==> src/shared/adc_seq_map.svh <==
`ifndef ADC_SEQ_MAP_SVH
`define ADC_SEQ_MAP_SVH

// Conversion result width
`define ADC_DATA_W 10

// Register byte offsets
`define OFF_MODE_REG_0 8'h00
`define OFF_MODE_REG_1 8'h04
`define OFF_MODE_REG_2 8'h08
`define OFF_MODE_REG_3 8'h0C
`define OFF_MODE_REG_4 8'h10
`define OFF_SCAN_CONFIG_REG 8'h14
`define OFF_RESULT_REG_BASE 8'h20
`define OFF_PRIORITY_RESULT_REG 8'h40

// mode_reg_0 fields
`define B_NORMAL_START 0
`define B_SCAN_SEL 1
`define B_REPEAT_SEL 2
`define B_ITM_LO 3
`define B_ITM_HI 4
`define B_NORMAL_BUSY 5
`define B_NORMAL_DONE 6

// mode_reg_2 fields
`define B_PCH_LO 0
`define B_PCH_HI 2
`define B_PRIORITY_START 3
`define B_PRIORITY_BUSY 4
`define B_PRIORITY_DONE 5

// mode_reg_3 fields
`define B_SOFT_RESET 0

// mode_reg_4 fields
`define B_NORMAL_HW_SRC 0
`define B_NORMAL_HW_EN 1
`define B_PRIORITY_HW_SRC 2
`define B_PRIORITY_HW_EN 3

// Reset values
`define RST_MODE_SEL 2'h0
`define RST_CH_SEL 4'h0

// Interval select codes
`define ITM_EVERY_1 2'h0
`define ITM_EVERY_4 2'h1
`define ITM_EVERY_8 2'h2

// Rotating result set last index per interval
`define ROT_LAST_4 3'h3
`define ROT_LAST_8 3'h7

// Priority result slot in the result array
`define PRIO_SLOT 8

// Default conversion time in clock cycles
`define CONV_CYCLES_DEF 40

`endif

==> src/shared/adc_seq_pkg.sv <==
`include "adc_seq_map.svh"

package adc_seq_pkg;

	typedef enum logic [1:0] {
		ST_IDLE = 2'b00,
		ST_NORM = 2'b01,
		ST_PRIO = 2'b10
	} conv_state_e;

	typedef logic [`ADC_DATA_W-1:0] sample_t;

	// Register bus request
	typedef struct packed {
		logic wr;
		logic rd;
		logic [7:0] addr;
		logic [31:0] wdata;
	} reg_req_s;

	// Complete sequencer state
	typedef struct packed {
		conv_state_e state;
		logic [15:0] cnt;
		logic [2:0] cur_ch;
		logic [2:0] conv_ch;
		logic [2:0] scan_left;
		logic [2:0] rot;
		logic scan_sel;
		logic repeat_sel;
		logic [1:0] itm;
		logic [3:0] ch_sel;
		logic [2:0] pch;
		logic [2:0] scan_cfg;
		logic n_src;
		logic n_en;
		logic p_src;
		logic p_en;
		logic n_busy;
		logic n_done;
		logic p_busy;
		logic p_done;
		logic run_rep;
		logic ext_prev;
		logic n_irq;
		logic p_irq;
		logic [31:0] rdata;
		logic [8:0][`ADC_DATA_W-1:0] res;
	} seq_state_s;

endpackage

==> src/verilog/adc_conversion_sequencer.sv <==
// How it works
// - Reset clears repeat and scan selects and the four-bit channel select.
// - Scan select 0 converts the one channel named by the channel select.
// - Scan select 1 steps through channels from channel select, length from scan config.
// - Priority conversion converts the channel named by the priority channel select.
// - Writing 1 to a start bit begins that conversion type.
// - Priority conversion is always fixed-channel single, ignoring mode selects.
// - Source select 0 uses external falling edge; 1 uses timer 6 or timer 5.
// - Hardware triggers act only while their enable bit is 1.
// - Software start writes still work with hardware triggering enabled.
// - Normal start sets the normal busy flag.
// - Priority start sets priority busy and leaves normal busy and done alone.
// - Priority start suspends normal work, converts, stores, then normal resumes.
// - After preemption the interrupted channel is converted again.
// - Clearing repeat finishes the current conversion, then stops and clears busy.
// - Except fixed repeat and priority, each result goes to its channel's result register.
// - Fixed single completion sets done, clears busy, raises the interrupt.
// - Scan single sets done, clears busy, interrupts after the whole scan.
// - Fixed repeat keeps busy; interval 00 fires each time into register 0.
// - Interval 01 rotates registers 0..3, 10 rotates 0..7, firing on wrap.
// - Scan repeat sets done and interrupts per scan, busy stays 1.
// - Reading a done flag clears it.
// - Priority completion interrupts, sets priority done, clears priority busy.
// - A priority start during a priority conversion is ignored.
module adc_conversion_sequencer
	import adc_seq_pkg::*;
#(
	parameter int CONV_CYCLES = `CONV_CYCLES_DEF
) (
	input wire logic i_clk_sys, // System clock
	input wire logic i_rst, // Synchronous reset, active high
	input wire reg_req_s i_req, // Register bus request
	output logic [31:0] o_rdata, // Read data, cycle after read
	input wire sample_t i_ain_data, // Converter sample value
	output logic [2:0] o_ain_sel, // Analog channel being converted
	output logic o_conv_active, // Conversion in progress
	input wire logic i_external_trigger_n, // External trigger pin, low active
	input wire logic i_timer6_compare_event, // Timer 6 compare pulse
	input wire logic i_timer5_compare_event, // Timer 5 compare pulse
	output logic o_normal_done_irq, // Normal completion pulse
	output logic o_priority_done_irq // Priority completion pulse
);

	localparam logic [15:0] CONV_LOAD = 16'(CONV_CYCLES);

	seq_state_s r;
	seq_state_s n;

	// Next state
	always_comb begin
		logic ext_fall;
		logic sw_n_start;
		logic sw_p_start;
		logic soft_rst;
		logic hw_n;
		logic hw_p;
		logic last;
		logic [2:0] idx;
		ext_fall = 1'b0;
		sw_n_start = 1'b0;
		sw_p_start = 1'b0;
		soft_rst = 1'b0;
		hw_n = 1'b0;
		hw_p = 1'b0;
		last = 1'b0;
		idx = 3'h0;
		n = r;
		n.n_irq = 1'b0;
		n.p_irq = 1'b0;
		n.rdata = 32'h0;
		n.ext_prev = i_external_trigger_n;

		// Register reads, done flags clear on read
		if (i_req.rd) begin
			case (i_req.addr)
				`OFF_MODE_REG_0: begin
					n.rdata[`B_SCAN_SEL] = r.scan_sel;
					n.rdata[`B_REPEAT_SEL] = r.repeat_sel;
					n.rdata[`B_ITM_HI:`B_ITM_LO] = r.itm;
					n.rdata[`B_NORMAL_BUSY] = r.n_busy;
					n.rdata[`B_NORMAL_DONE] = r.n_done;
					n.n_done = 1'b0;
				end
				`OFF_MODE_REG_1: n.rdata[3:0] = r.ch_sel;
				`OFF_MODE_REG_2: begin
					n.rdata[`B_PCH_HI:`B_PCH_LO] = r.pch;
					n.rdata[`B_PRIORITY_BUSY] = r.p_busy;
					n.rdata[`B_PRIORITY_DONE] = r.p_done;
					n.p_done = 1'b0;
				end
				`OFF_MODE_REG_4: begin
					n.rdata[`B_NORMAL_HW_SRC] = r.n_src;
					n.rdata[`B_NORMAL_HW_EN] = r.n_en;
					n.rdata[`B_PRIORITY_HW_SRC] = r.p_src;
					n.rdata[`B_PRIORITY_HW_EN] = r.p_en;
				end
				`OFF_SCAN_CONFIG_REG: n.rdata[2:0] = r.scan_cfg;
				`OFF_PRIORITY_RESULT_REG: n.rdata[`ADC_DATA_W-1:0] = r.res[`PRIO_SLOT];
				default: begin
					if (i_req.addr >= `OFF_RESULT_REG_BASE && i_req.addr < `OFF_PRIORITY_RESULT_REG
						&& i_req.addr[1:0] == 2'h0) begin
						n.rdata[`ADC_DATA_W-1:0] = r.res[i_req.addr[4:2]];
					end
				end
			endcase
		end

		// Register writes
		if (i_req.wr) begin
			case (i_req.addr)
				`OFF_MODE_REG_0: begin
					n.scan_sel = i_req.wdata[`B_SCAN_SEL];
					n.repeat_sel = i_req.wdata[`B_REPEAT_SEL];
					n.itm = i_req.wdata[`B_ITM_HI:`B_ITM_LO];
					sw_n_start = i_req.wdata[`B_NORMAL_START];
				end
				`OFF_MODE_REG_1: n.ch_sel = i_req.wdata[3:0];
				`OFF_MODE_REG_2: begin
					n.pch = i_req.wdata[`B_PCH_HI:`B_PCH_LO];
					sw_p_start = i_req.wdata[`B_PRIORITY_START];
				end
				`OFF_MODE_REG_3: soft_rst = i_req.wdata[`B_SOFT_RESET];
				`OFF_MODE_REG_4: begin
					n.n_src = i_req.wdata[`B_NORMAL_HW_SRC];
					n.n_en = i_req.wdata[`B_NORMAL_HW_EN];
					n.p_src = i_req.wdata[`B_PRIORITY_HW_SRC];
					n.p_en = i_req.wdata[`B_PRIORITY_HW_EN];
				end
				`OFF_SCAN_CONFIG_REG: n.scan_cfg = i_req.wdata[2:0];
				default: begin
				end
			endcase
		end

		// Hardware trigger selection and gating
		ext_fall = r.ext_prev & ~i_external_trigger_n;
		hw_n = r.n_en & (r.n_src ? i_timer6_compare_event : ext_fall);
		hw_p = r.p_en & (r.p_src ? i_timer5_compare_event : ext_fall);

		// Conversion timing and completion
		if (r.state != ST_IDLE) begin
			n.cnt = r.cnt - 16'h1;
		end
		if (r.state == ST_PRIO && r.cnt == 16'h1) begin
			n.res[`PRIO_SLOT] = i_ain_data;
			n.p_done = 1'b1;
			n.p_irq = 1'b1;
			n.p_busy = 1'b0;
			if (r.n_busy) begin
				n.state = ST_NORM;
				n.cnt = CONV_LOAD;
			end else begin
				n.state = ST_IDLE;
			end
		end
		if (r.state == ST_NORM && r.cnt == 16'h1) begin
			if (r.repeat_sel && !r.scan_sel) begin
				// Fixed repeat rotating storage
				idx = (r.itm == `ITM_EVERY_1) ? 3'h0 : r.rot;
				n.res[idx] = i_ain_data;
				case (r.itm)
					`ITM_EVERY_4: last = (r.rot == `ROT_LAST_4);
					`ITM_EVERY_8: last = (r.rot == `ROT_LAST_8);
					default: last = 1'b1;
				endcase
				n.rot = last ? 3'h0 : r.rot + 3'h1;
				if (last) begin
					n.n_done = 1'b1;
					n.n_irq = 1'b1;
				end
				n.cnt = CONV_LOAD;
			end else begin
				n.res[r.cur_ch] = i_ain_data;
				if (r.scan_sel && r.scan_left != 3'h0) begin
					n.cur_ch = r.cur_ch + 3'h1;
					n.scan_left = r.scan_left - 3'h1;
					n.cnt = CONV_LOAD;
				end else begin
					n.n_done = 1'b1;
					n.n_irq = 1'b1;
					n.cur_ch = r.ch_sel[2:0];
					n.scan_left = r.scan_cfg;
					n.cnt = CONV_LOAD;
				end
			end
			// Stop unless repeat is still selected or a single scan has channels left
			if (!r.repeat_sel) begin
				if (r.run_rep || !r.scan_sel || r.scan_left == 3'h0) begin
					n.n_busy = 1'b0;
					n.run_rep = 1'b0;
					n.state = ST_IDLE;
				end
			end
		end

		// Soft reset aborts normal work
		if (soft_rst) begin
			n.n_busy = 1'b0;
			n.run_rep = 1'b0;
			n.rot = 3'h0;
			if (r.state == ST_NORM) begin
				n.state = ST_IDLE;
			end
		end

		// Normal start, refused while either conversion is busy
		if ((sw_n_start || hw_n) && !r.n_busy && !r.p_busy && !soft_rst) begin
			n.n_busy = 1'b1;
			n.run_rep = n.repeat_sel;
			n.cur_ch = n.ch_sel[2:0];
			n.scan_left = n.scan_sel ? n.scan_cfg : 3'h0;
			n.rot = 3'h0;
			n.state = ST_NORM;
			n.cnt = CONV_LOAD;
		end

		// Priority start preempts, ignored while one runs
		if ((sw_p_start || hw_p) && !r.p_busy) begin
			n.p_busy = 1'b1;
			n.conv_ch = n.pch;
			n.state = ST_PRIO;
			n.cnt = CONV_LOAD;
		end

		// Channel driven to the converter
		if (n.state != ST_PRIO) begin
			n.conv_ch = n.cur_ch;
		end
	end

	// State register
	always_ff @(posedge i_clk_sys) begin
		if (i_rst) begin
			r <= '0;
			r.state <= ST_IDLE;
			r.scan_sel <= 1'(`RST_MODE_SEL >> 1);
			r.repeat_sel <= 1'b0;
			r.ch_sel <= `RST_CH_SEL;
			r.ext_prev <= 1'b1;
		end else begin
			r <= n;
		end
	end

	// Outputs
	assign o_rdata = r.rdata;
	assign o_ain_sel = r.conv_ch;
	assign o_conv_active = (r.state != ST_IDLE);
	assign o_normal_done_irq = r.n_irq;
	assign o_priority_done_irq = r.p_irq;

endmodule
==> config.mk <==
export PLATFORM = sky130hd
export DESIGN_NAME = adc_conversion_sequencer
export DESIGN_NICKNAME = d
export VERILOG_FILES = /design/src/shared/adc_seq_pkg.sv /design/src/verilog/adc_conversion_sequencer.sv
export VERILOG_INCLUDE_DIRS = /design/src /design/src/shared
export SDC_FILE = /design/constraint.sdc
export NUM_CORES = 1
export LEC_CHECK = 0
export ABC_AREA = 1
export BUFFER_PORTS_ARGS = -buffer_cell sky130_fd_sc_hd__buf_4
export CAP_MARGIN = 0
export CORE_MARGIN = 2
export CORE_UTILIZATION = 35
export DETAILED_ROUTE_END_ITERATION = 6
export GPL_TIMING_DRIVEN = 1
export PLACE_DENSITY_LB_ADDON = 0.25
export SYNTH_ARGS = -nofsm -noshare
export SYNTH_HDL_FRONTEND = slang
export SYNTH_SLANG_ARGS = --single-unit
export TNS_END_PERCENT = 10
==> constraint.sdc <==
create_clock -name i_clk_sys -period 3.3 [get_ports i_clk_sys]
set_input_delay 0.495 -clock i_clk_sys [delete_from_list [all_inputs] [get_ports i_clk_sys]]
set_output_delay 0.495 -clock i_clk_sys [all_outputs]
set_load 0.03 [all_outputs]
==> metrics.txt <==
final-stage net count=about 1.1k; TritonCTS clock tree=done; post-synth top area share=41.1%; Initial Utilization=35.9%; global-route wire length before repair=32,500 um; Setup-failing EPs final=0; Async SR Flop Fraction=0%; core area=~21,000 um2; clock buffer depth=2; Pwr Density=a little under 500 nW/um2; Hold Crit Start=i_external_trigger_n; Worst Hold Class=in2reg; Synth Flop Type=dfxtp_1; CP max-delay cell=o32ai_4; measured slew at the worst slew-check pin=0.853 ns; setup bufs post-CTS=0; I/O Pins=95; Synth area leader=dfxtp_1; Critical Path AT=between 2 and 3 ns; GRT Resource Usage Total=18.5%; vias in the first global route=about 6k; synthesized instance count=1,001; layout filler cell count=around 2.2k; RSZ-0062 raised after global routing=no; Max-Cap Viols=0; WL final=20,800 um; Worst Path Max Fanout=20; post-CTS sizing=0; DIE AREA=22,900 um2; Rows=53; gpl congestion=around 0.86; Setup TNS=0 ns; Die W=151 um; Synth Register Bits=156; Reg2Reg Setup Slack=1.01 ns; DP Wirelength=14,300 um; Crit Path Class=reg2reg; CTS Buf Count=17; final instance area=8620 um2; Antenna Nets Post-Route=0; CP Launch Type=flop; Post-route DRC=0; share of cells above drive strength 1=16.4%; final hold vios=0; Hold Path Sink=r[124]; initial antenna violation count=0; mapped cell area=7600 um2; H-tree level count=4; kind of end point of the critical path=flop; Layout area overhead=13.4%; sequential-to-total area share from yosys stat=41.1%; Critical R2R Launch=r[161]; # hold bufs at CTS=0; Leak=about 0.0033 uW; grt ovf=0; area post-placement=8000 um2; Worst Path Required=3.65 ns; clock transition at the registers of the reported paths=roughly 0.070 ns; Distinct cells, synth=47; ant diodes=0; DR vias=6,542; Post-synth top cells=dfxtp_1 (156), inv_1 (122), nand2_1 (112), a21oi_1 (107), o21ai_0 (99); f_max=0.437 GHz; largest cells by area after synthesis=dfxtp_1 (41%), a21oi_1 (7.0%), o21ai_0 (6.5%); Min-Delay Path Depth=2; critical path's largest stage delay=~0.51 ns; die height=151 um; Tmin final=2.29 ns; largest net degree at the start of global routing=90; status=finished, final reports clean; TritonCTS Sinks=156; via/cell ratio=approximately 5.0; period utilisation layout=a little over two thirds; hold slack=~0.27 ns; YS warnings=0; drt pass-1 iters=4; crit-path cells=inv_1 -> ha_1 -> nand2_2 -> nor2_8 -> nand2_4 -> nor2_4 -> nand2_4 -> o32ai_4 -> o21ai_1 -> a21oi_1; Max Slew Vio Count=0; worst reg2reg path depth=10; worst skew pair latency=0.43 ns; worst vdd ir=0.337 mV; IO Port Bufs=45; Finished Core Util=between 40 and 50%; normalized max-slew margin=43.1%; Post-synth EDFFs=0; Iter 0 DRT Violations=366; top-count cell post-synth=dfxtp_1; DR WL/cell=15.9 um; clk_skew=approximately 0.013 ns; Syn Area/Cell=7.59 um2; CP most frequent cell=nand2_4; root buf cell=clkbuf_16
==> how the worst max path moves through the flow <==
stage              start            to  slack (ns)  cells past startpoint
3_3_place_gp   i_req[32]  o_ain_sel[2]        0.97                     14
6_report          r[161]          flop        1.01                     10
4_1_cts           r[161]          flop        1.00                     10
3_5_place_dp   i_req[32]        r[166]        0.97                     11
2_1_floorplan  i_req[39]  o_ain_sel[1]        1.52                     13
5_1_grt           r[145]          flop        0.71                     10
==> cell families after synthesis <==
logic type,after synthesis,share of synthesized area [%]
compound gates,330,25.0
simple gates,280,17.7
buf+inv,211,13.0
flops,156,41.1
xor+xnor,15,1.73
fa+ha+maj,8,1.32
other cells,1,0.0493
==> routing by layer <==
layer / vias up / track usage [%] / part of all wire [%]
met5: - / 0 / 0
met4: 0 / 6.45 / 1.7
met3: 30 / 3.58 / 4.3
met2: 129 / 29.0 / 46
met1: 3034 / 25.3 / 48
li1: 3349 / - / -
==> power by group <==
group | switching, uW | internal (uW) | total (uW)
clock | 849 | 1230 | 2080
combinational | 178 | 67.3 | 245
sequential | 1.98 | 1890 | 1890
==> cell type report <==
type	instances	area, um2	share of cell area, %
Clock buffer	18	439	5.10
Sequential cell	156	3120	36.2
Timing Repair Buffer	61	470	5.46
Tap cell	275	344	3.99
Inverter	131	492	5.71
Clock inverter	14	184	2.13
Multi-Input combinational cell	655	3570	41.4
==> cells in the final DEF, fill, tap and decap left out, drive strengths merged <==
cell type	count
xnor2	6
ha	8
nor4	2
a41oi	3
a311oi	1
a31oi	4
o211ai	9
o32ai	2
o21a	5
nor2	96
nor3b	1
nand2	122
a21oi	117
clkinv	6
clkbuf	18
bufinv	3
o31ai	3
buf	61
a22oi	1
dfxtp	156
a31o	1
inv	135
a221oi	4
nand3	38
clkinvlp	1
nor3	8
or2	4
xor2	9
nand4	9
a211oi	3
o22ai	44
o21ai	133
conb	22
==> metrics by stage <==
| step | worst slack (ns) | cells | power [uW] |
|---|---|---|---|
| 5_1_grt | 0.711 | 1310 | 4350 |
| 2_1_floorplan | 1.52 | 1022 | 2100 |
| 6_report | 1.01 | 1310 | 4210 |
| 3_5_place_dp | 0.965 | 1278 | 2170 |
| 3_3_place_gp | 0.973 | 1278 | 2170 |
| 4_1_cts | 1.00 | 1310 | 4250 |
==> critical path, delay by kind of cell (launching register included) <==
family | cells | cell delay, ns
AO/OA/AOI/OAI | 3 | 0.76
adder cells (fa/ha/maj) | 1 | 0.21
buffers and inverters | 1 | 0.08
flip-flops | 1 | 0.32
AND/OR/NAND/NOR | 5 | 0.82
(Power assumes the default switching activity.)
